$ cat src/pkg/pte_pkg.sv
// package for the pulse-train engine: register map, field layout, reset values
package pte_pkg;
	// ==========================================================
	// sizes
	localparam int unsigned PTE_NUM_GEN   = 16;
	localparam int unsigned PTE_PAT_W     = 32;
	localparam int unsigned PTE_LEN_W     = 5;   // length minus one
	localparam int unsigned PTE_DIV_W     = 4;   // divide by 2**(sel+1)
	localparam int unsigned PTE_CNT_W     = 16;
	// ==========================================================
	// register offsets (byte addresses)
	localparam logic [11:0] PTE_OFS_ENABLE  = 12'h000;
	localparam logic [11:0] PTE_OFS_RESTART = 12'h004;
	localparam logic [11:0] PTE_OFS_ACTIVE  = 12'h008;
	localparam logic [11:0] PTE_OFS_GEN0    = 12'h040; // per-generator block base
	localparam logic [11:0] PTE_GEN_STRIDE  = 12'h010;
	localparam logic [3:0]  PTE_SUB_CFG     = 4'h0;
	localparam logic [3:0]  PTE_SUB_PAT     = 4'h4;
	// ==========================================================
	// config word fields
	localparam int unsigned PTE_CFG_MODE_BIT = 0;   // 1 = pattern, 0 = square
	localparam int unsigned PTE_CFG_ONCE_BIT = 1;   // single-shot
	localparam int unsigned PTE_CFG_LEN_LSB  = 8;
	localparam int unsigned PTE_CFG_DIV_LSB  = 16;
	// ==========================================================
	// reset values
	localparam logic [31:0] PTE_RST_CFG   = 32'h0000_1F00;
	localparam logic [31:0] PTE_RST_PAT   = 32'h0000_0000;
	// ==========================================================
	// per-generator settings carried together
	typedef struct packed {
		logic                 pat_mode;
		logic                 once;
		logic [PTE_LEN_W-1:0] len_m1;
		logic [PTE_DIV_W-1:0] div_sel;
		logic [PTE_PAT_W-1:0] pattern;
	} pte_cfg_t;
endpackage : pte_pkg

$ cat src/pte_top.sv
// pulse-train engine: sixteen pattern/square generators behind an APB slave
// Functional notes
// - Sixteen generators, each with own enable, mode and rate settings.
// - Output is square wave or repeating pattern of 2 to 32 bits.
// - Each generator's rate is set separately from the others.
// - Rate is module clock divided by a selectable power of two.
// - Restart of any set returns all named generators that are enabled to bit zero together; disabled ones stay off.
// - Single-shot mode emits the pattern once then stops; in square mode it keeps toggling.
module pte_top
	import pte_pkg::*;
#(
	parameter int unsigned NUM_GEN = pte_pkg::PTE_NUM_GEN
) (
	input  wire logic               pclk,      // module clock
	input  wire logic               presetn,   // async reset, active low
	input  wire logic               psel,      // apb select
	input  wire logic               penable,   // apb access phase
	input  wire logic               pwrite,    // apb direction
	input  wire logic [11:0]        paddr,     // apb byte address
	input  wire logic [31:0]        pwdata,    // apb write data
	output logic      [31:0]        prdata,    // apb read data
	output logic                    pready,    // apb ready
	output logic                    pslverr,   // apb error, unmapped address
	output logic      [NUM_GEN-1:0] pt_out     // pulse-train outputs
);
	import pte_pkg::*;

	// ==========================================================
	// register state
	logic [NUM_GEN-1:0] en_ff, nxt_en;
	logic [NUM_GEN-1:0] rst_pulse;
	pte_cfg_t           cfg_ff [NUM_GEN];
	pte_cfg_t           nxt_cfg [NUM_GEN];
	logic [NUM_GEN-1:0] run_ff, nxt_run;
	logic [NUM_GEN-1:0] out_ff, nxt_out;
	logic [PTE_LEN_W-1:0] pos_ff [NUM_GEN];
	logic [PTE_LEN_W-1:0] nxt_pos [NUM_GEN];
	logic [PTE_CNT_W-1:0] cnt_ff [NUM_GEN];
	logic [PTE_CNT_W-1:0] nxt_cnt [NUM_GEN];
	logic [31:0]        prdata_ff, nxt_prdata;
	logic               err_ff, nxt_err;

	logic       wr_en;
	logic       rd_en;
	logic       gen_hit;
	logic [3:0] gen_idx;
	logic [3:0] sub_ofs;

	assign wr_en   = psel & penable & pwrite;
	assign rd_en   = psel & ~penable & ~pwrite; // setup phase of a read
	assign gen_hit = (paddr >= PTE_OFS_GEN0)
		&& (paddr < PTE_OFS_GEN0 + 12'(NUM_GEN) * PTE_GEN_STRIDE);
	assign gen_idx = 4'((paddr - PTE_OFS_GEN0) >> 4);
	assign sub_ofs = paddr[3:0];
	// zero-wait slave: answers in the first access cycle
	// read data and error are latched at the setup edge so they stand with pready
	assign pready  = psel & penable;
	assign prdata  = prdata_ff;
	assign pslverr = err_ff;
	assign pt_out  = out_ff;

	// ==========================================================
	// register writes, restart strobe and read mux
	always_comb begin
		logic        mapped;
		logic [31:0] rd;
		mapped     = 1'b0;
		rd         = 32'h0000_0000;
		nxt_en     = en_ff;
		rst_pulse  = '0;
		nxt_prdata = prdata_ff;
		nxt_err    = 1'b0;
		for (int g = 0; g < NUM_GEN; g++) begin
			nxt_cfg[g] = cfg_ff[g];
		end
		case (paddr)
			PTE_OFS_ENABLE: begin
				mapped = 1'b1;
				rd     = 32'(en_ff);
			end
			PTE_OFS_RESTART: begin
				mapped = 1'b1;
			end
			PTE_OFS_ACTIVE: begin
				mapped = 1'b1;
				rd     = 32'(run_ff);
			end
			default: begin
				if (gen_hit && sub_ofs == PTE_SUB_CFG) begin
					mapped = 1'b1;
					rd = 32'(cfg_ff[gen_idx].pat_mode) << PTE_CFG_MODE_BIT
						| 32'(cfg_ff[gen_idx].once) << PTE_CFG_ONCE_BIT
						| 32'(cfg_ff[gen_idx].len_m1) << PTE_CFG_LEN_LSB
						| 32'(cfg_ff[gen_idx].div_sel) << PTE_CFG_DIV_LSB;
				end else if (gen_hit && sub_ofs == PTE_SUB_PAT) begin
					mapped = 1'b1;
					rd     = cfg_ff[gen_idx].pattern;
				end
			end
		endcase
		// error latched in setup, high only through the access cycle
		if (psel && !penable) begin
			nxt_err = ~mapped;
		end
		if (rd_en) begin
			nxt_prdata = rd;
		end
		if (wr_en && mapped) begin
			if (paddr == PTE_OFS_ENABLE) begin
				nxt_en = pwdata[NUM_GEN-1:0];
			end else if (paddr == PTE_OFS_RESTART) begin
				rst_pulse = pwdata[NUM_GEN-1:0];
			end else if (sub_ofs == PTE_SUB_CFG) begin
				nxt_cfg[gen_idx].pat_mode = pwdata[PTE_CFG_MODE_BIT];
				nxt_cfg[gen_idx].once     = pwdata[PTE_CFG_ONCE_BIT];
				nxt_cfg[gen_idx].div_sel  = pwdata[PTE_CFG_DIV_LSB +: PTE_DIV_W];
				// shortest pattern is two bits
				nxt_cfg[gen_idx].len_m1 = (pwdata[PTE_CFG_LEN_LSB +: PTE_LEN_W] == '0)
					? PTE_LEN_W'(1) : pwdata[PTE_CFG_LEN_LSB +: PTE_LEN_W];
			end else if (sub_ofs == PTE_SUB_PAT) begin
				nxt_cfg[gen_idx].pattern = pwdata;
			end
		end
	end

	// ==========================================================
	// generator sequencing
	always_comb begin
		logic [PTE_CNT_W-1:0] term;
		term = '0;
		for (int g = 0; g < NUM_GEN; g++) begin
			term       = PTE_CNT_W'((32'd2 << cfg_ff[g].div_sel) - 32'd1);
			nxt_cnt[g] = cnt_ff[g];
			nxt_pos[g] = pos_ff[g];
			nxt_run[g] = run_ff[g];
			nxt_out[g] = out_ff[g];
			if (!en_ff[g]) begin
				nxt_cnt[g] = '0;
				nxt_pos[g] = '0;
				nxt_run[g] = 1'b0;
				nxt_out[g] = 1'b0;
			end else if (rst_pulse[g] || (nxt_en[g] && !run_ff[g] && !cfg_ff[g].once)) begin
				// named generators all start at bit zero on the same edge
				nxt_cnt[g] = '0;
				nxt_pos[g] = '0;
				nxt_run[g] = 1'b1;
				nxt_out[g] = cfg_ff[g].pat_mode ? cfg_ff[g].pattern[0] : 1'b1;
			end else if (run_ff[g]) begin
				if (cnt_ff[g] >= term) begin
					nxt_cnt[g] = '0;
					if (!cfg_ff[g].pat_mode) begin
						nxt_out[g] = ~out_ff[g];
					end else if (pos_ff[g] == cfg_ff[g].len_m1) begin
						nxt_pos[g] = '0;
						if (cfg_ff[g].once) begin
							nxt_run[g] = 1'b0;
							nxt_out[g] = 1'b0;
						end else begin
							nxt_out[g] = cfg_ff[g].pattern[0];
						end
					end else begin
						nxt_pos[g] = pos_ff[g] + PTE_LEN_W'(1);
						nxt_out[g] = cfg_ff[g].pattern[pos_ff[g] + PTE_LEN_W'(1)];
					end
				end else begin
					nxt_cnt[g] = cnt_ff[g] + PTE_CNT_W'(1);
				end
			end
		end
	end

	// ==========================================================
	// registers
	always_ff @(posedge pclk or negedge presetn) begin
		if (!presetn) begin
			en_ff     <= '0;
			run_ff    <= '0;
			out_ff    <= '0;
			prdata_ff <= 32'h0000_0000;
			err_ff    <= 1'b0;
			for (int g = 0; g < NUM_GEN; g++) begin
				cfg_ff[g] <= '{pat_mode: PTE_RST_CFG[PTE_CFG_MODE_BIT],
					once: PTE_RST_CFG[PTE_CFG_ONCE_BIT],
					len_m1: PTE_RST_CFG[PTE_CFG_LEN_LSB +: PTE_LEN_W],
					div_sel: PTE_RST_CFG[PTE_CFG_DIV_LSB +: PTE_DIV_W],
					pattern: PTE_RST_PAT};
				pos_ff[g] <= '0;
				cnt_ff[g] <= '0;
			end
		end else begin
			en_ff     <= nxt_en;
			run_ff    <= nxt_run;
			out_ff    <= nxt_out;
			prdata_ff <= nxt_prdata;
			err_ff    <= nxt_err;
			for (int g = 0; g < NUM_GEN; g++) begin
				cfg_ff[g] <= nxt_cfg[g];
				pos_ff[g] <= nxt_pos[g];
				cnt_ff[g] <= nxt_cnt[g];
			end
		end
	end

	// ==========================================================
	// checks
	property p_enable_write;
		@(posedge pclk) disable iff (!presetn)
		wr_en && paddr == PTE_OFS_ENABLE |=> en_ff == $past(pwdata[NUM_GEN-1:0]);
	endproperty
	a_enable_write: assert property (p_enable_write) else $error("enable not stored");

	property p_disabled_low;
		@(posedge pclk) disable iff (!presetn)
		!en_ff[0] |=> !out_ff[0] && !run_ff[0];
	endproperty
	a_disabled_low: assert property (p_disabled_low) else $error("idle output not low");

	property p_len_min;
		@(posedge pclk) disable iff (!presetn)
		cfg_ff[0].len_m1 != '0;
	endproperty
	a_len_min: assert property (p_len_min) else $error("pattern shorter than two");

	property p_div_hold;
		@(posedge pclk) disable iff (!presetn)
		run_ff[1] && en_ff[1] && !rst_pulse[1] && cnt_ff[1] != '0 |-> out_ff[1] == $past(out_ff[1]);
	endproperty
	a_div_hold: assert property (p_div_hold) else $error("output moved mid period");

	property p_div_bound;
		@(posedge pclk) disable iff (!presetn)
		cnt_ff[0] <= PTE_CNT_W'((32'd2 << cfg_ff[0].div_sel) - 32'd1);
	endproperty
	a_div_bound: assert property (p_div_bound) else $error("divider overran");

	property p_restart;
		@(posedge pclk) disable iff (!presetn)
		rst_pulse[0] && rst_pulse[1] && en_ff[0] && en_ff[1]
			|=> pos_ff[0] == '0 && pos_ff[1] == '0 && cnt_ff[0] == cnt_ff[1];
	endproperty
	a_restart: assert property (p_restart) else $error("restart not in step");

	property p_once_stop;
		@(posedge pclk) disable iff (!presetn)
		run_ff[0] && cfg_ff[0].once && cfg_ff[0].pat_mode && nxt_pos[0] == '0
			&& pos_ff[0] == cfg_ff[0].len_m1 && !rst_pulse[0] && en_ff[0]
			&& cnt_ff[0] >= PTE_CNT_W'((32'd2 << cfg_ff[0].div_sel) - 32'd1) |=> !run_ff[0];
	endproperty
	a_once_stop: assert property (p_once_stop) else $error("single shot kept running");

	property p_square_toggle;
		@(posedge pclk) disable iff (!presetn)
		run_ff[0] && en_ff[0] && !rst_pulse[0] && !cfg_ff[0].pat_mode
			&& cnt_ff[0] >= PTE_CNT_W'((32'd2 << cfg_ff[0].div_sel) - 32'd1)
			|=> out_ff[0] != $past(out_ff[0]);
	endproperty
	a_square_toggle: assert property (p_square_toggle) else $error("square did not toggle");
endmodule : pte_top

$ cat config.mk
export PLATFORM = sky130hd
export DESIGN_NAME = pte_top
export DESIGN_NICKNAME = d
export VERILOG_FILES = /design/src/pkg/pte_pkg.sv /design/src/pte_top.sv
export SDC_FILE = /design/constraint.sdc
export NUM_CORES = 2
export LEC_CHECK = 0
export BUFFER_PORTS_ARGS = -buffer_cell sky130_fd_sc_hd__buf_2
export CAP_MARGIN = 20
export CORE_MARGIN = 2
export CORE_UTILIZATION = 50
export CTS_CLUSTER_SIZE = 8
export DETAILED_ROUTE_END_ITERATION = 10
export GPL_ROUTABILITY_DRIVEN = 0
export PLACE_DENSITY = 0.66
export SKIP_LAST_GASP = 1
export SLEW_MARGIN = 20
export SYNTH_ARGS = -nofsm -noshare
export SYNTH_HDL_FRONTEND = slang
export SYNTH_SLANG_ARGS = --single-unit
export TNS_END_PERCENT = 100
$ cat constraint.sdc
create_clock -name pclk -period 6.1 [get_ports pclk]
set_input_delay 0 -clock pclk [delete_from_list [all_inputs] [get_ports pclk]]
set_output_delay 0 -clock pclk [all_outputs]
set_load 0.01 [all_outputs]
==> impl_metrics.yaml <==
logic_synthesis:
  synth_area_mm2: 0.06722
  async_flop_share_pct: 100.0
  synth_cell_type_count: 85
  synth_area_leader_cell: "dfrtp_1"
  yosys_register_bits: 1105
  synth_edf_count: 0
  ys_warn_count: 0
  yosysTopAreaCellShare_pct: 38.16
  synth_ff_type: "dfrtp_1"
  syn-num-nets: 6418
  avgSynthCellArea_um2: 11.06
  synthTopCellsByArea: "dfrtp_1 38%, mux4_2 12%, mux2_2 11%, ha_1 5.5%, o21ai_0 3.4%"
  ys_seq_area_share_pct: 41.28
  postSynthCellCount: 6076
critical_path:
  end_kind: "register"
  crit_required_ns: 6.78
  critical_path.max_fanout: 18
  worstSetupPathType: "register to register"
  worst_ep_arrival_time_ns: 5.21
  crit_family: "compound AO/OA/AOI/OAI gates"
  cpPeakStageDelay_ns: 0.56
  cp_cell_sequence: "or2_2 -> or3_1 -> ha_1 -> nor4_1 -> a31oi_1 -> o22a_1 -> ha_1 -> a21oi_1 -> o21ai_0 -> a221oi_1 -> o2111ai_2 -> nand2b_1 -> o41ai_1"
  critical_path_buf_inv_count: 0
  cpMaxStageDelayCell: "nand2b_1"
  start_kind: "register"
  cp_common_cell: "ha_1"
finish:
  final_util_pct: 55.63
  nets: 6389
  final_cell_mix: "1025 x dfrtp_1, 661 x mux2_2, 450 x o21ai_0, 446 x nand2_1, 356 x mux4_2"
  multiInputGateArea_mm2: 0.03735
  area_delta_synth_final_pct: 10.44
  fin_area_mm2: 0.07425
  final_common_cell: "dfrtp_1"
  stdcell_count: 7892
  drive_gt1_share_pct: 25.17
  nFillCells: 11140
  seq_area_mm2: 0.02775
grt:
  track_usage_pct: 30.05
  grt_first_pass_wirelength_mm: 315.6
  grt_pass1_vias: 50220
  antenna_found_initial: 16
  grt_max_degree: 179
  grt_overflow: 0
placed_design:
  place_ws_ns: 1.533
  dpl.cell_count: 7606
  portBuffers: 98
  place_area_mm2: 0.06912
  dpl.hpwl_mm: 147.7
detailed_routing:
  drt-vias-per-instance: 6.541
  dr.pass1.iters: 8
  num_vias: 51620
  postRouteAntennaNets: 0
  wirelength_mm: 205.6
  drc: 0
  first_iter_violations: 5172
  wl_per_cell_um: 26.05
status:
  status: "complete, no violations"
clock_tree:
  post_cts_resized: 0
  ctsRootBufferMaster: "clkbuf_16"
  numCtsBuffers: 158
  cts_buffer_depth: 3
  post-cts-setup-buffers: 0
  worstSkewPairLatency_ns: 0.81
  cts_tree: "yes"
  h-tree-depth: 4
  clkTransAtPathRegs_ns: 0.06
  cts_num_sinks: 1105
sta:
  period_share_pct: 74.27
  finalHoldViolCount: 0
  clock_skew_ns: 0.05802
  fmax_ghz: 0.2207
  whs_ns: 0.05477
  fin_setup_tns_ns: 0
  setup_slack_ns: 1.570
  tightest_slew_ns: 1.132
  relSlewSlack_pct: 24.26
  final_max_slew_viol_count: 0
  setup_viol: 0
  fin_crit_ns: 4.530
  rsz0062_at_grt: "no"
power_and_ir_drop:
  finalPower_mw: 17.35
  leakagePower_nw: 32.82
  vdd_drop_max_v: 0.0002162
  powerDensity_mw_per_mm2: 233.7
run:
  cap_violations: 0
die:
  fp.dieW_um: 370.7
  rows: 134
  die_h_um: 370.7
  pin_count: 99
  coreArea_mm2: 0.1335
  initial_core_util_pct: 50.37
  design.die.area_mm2: 0.1374
min_path:
  worst_hold_path_type: "primary input to register"
-- repair_timing --
| item | 4_1_cts | 5_1_grt |
|---|---|---|
| endpoints found under the hold margin | 961 | 0 |
| endpoints found under the setup margin | 0 | 0 |
| hold buffers | 48 | 0 |
-- registers in the layout, indices dropped and copies added (netlist names) --
register	flops
pt_out	16
pos_ff	80
pslverr	1
cfg_ff	688
run_ff	16
en_ff	16
cnt_ff	256
prdata	32
-- power by group --
group | internal, mW | switching, mW | leakage [nW] | total, mW
logic | 0.504 | 1.03 | 15.6 | 1.53
registers | 7.42 | 0.0967 | 15.1 | 7.51
clock network | 4.80 | 3.50 | 2.19 | 8.30
total | 12.7 | 4.62 | 32.8 | 17.3
-- synth_stat cells, types with 119 or more instances --
cell and count:
dfrtp_1 1025, mux2_2 661, o21ai_0 451, nand2_1 446
mux4_2 356, clkbuf_1 315, ha_1 293, nor2_1 292
nand3_1 232, a21oi_1 203, nor3_1 157, inv_1 144
xnor2_1 119, xor2_1 119
-- final cells by class --
type                            count  area share, %
Sequential cell                  1105          37.38
Inverter                          144         0.7280
Timing Repair Buffer              237          2.422
Tap cell                         1768          2.979
Antenna cell                        6        0.02022
Multi-Input combinational cell   4401          50.31
Clock inverter                     18         0.5022
Clock buffer                      213          5.657
-- final timing paths --
path | from | endpoint | slack, ns | depth (start not counted)
worst max register to register | cfg_ff[291]$_DFFE_PN0P_ | cnt_ff[102]$_DFFE_PN0P_ | 1.57 | 13
max in group asynchronous | presetn | cnt_ff[192]$_DFFE_PN0P_ | 4.75 | 4
worst max-delay path | cfg_ff[291]$_DFFE_PN0P_ | cnt_ff[102]$_DFFE_PN0P_ | 1.57 | 13
worst min register to register | prdata[0]$_DFFE_PN0P_ | prdata[0]$_DFFE_PN0P_ | 0.48 | 2
min in group asynchronous | presetn | cfg_ff[512]$_DFFE_PN1P_ | 0.09 | 2
worst min-delay path | paddr[1] | prdata[7]$_DFFE_PN0P_ | 0.05 | 5
-- cells by family after synthesis --
| family | count (synthesis) | share of synthesized area (%) |
|---|---|---|
| adder cells (fa/ha/maj) | 293 | 5.453 |
| XOR/XNOR | 238 | 3.101 |
| AO/OA/AOI/OAI | 1177 | 11.09 |
| AND/OR/NAND/NOR | 1628 | 12.09 |
| flip-flops | 1105 | 41.28 |
| multiplexers | 1065 | 23.71 |
| buffers and inverters | 570 | 3.268 |
-- worst reg2reg max path, cell delays in order, from the launching register on --
cell and delay (ns):
dfrtp_1 0.49, or2_2 0.36, or3_1 0.34, ha_1 0.31, nor4_1 0.21, a31oi_1 0.07
o22a_1 0.19, ha_1 0.29, a21oi_1 0.13, o21ai_0 0.09, a221oi_1 0.44, o2111ai_2 0.55
nand2b_1 0.56, o41ai_1 0.38
-- routing by layer --
metal | vias up | track usage [%] | part of all wire [%]
met2 | 2277 | 44.52 | 44
li1 | 22650 | - | -
met1 | 26170 | 41.46 | 41
met5 | - | 0 | 0.048
met4 | 14 | 13.57 | 4.8
met3 | 506 | 7.905 | 9.9
Note: power is estimated with default switching activity, not from simulation.
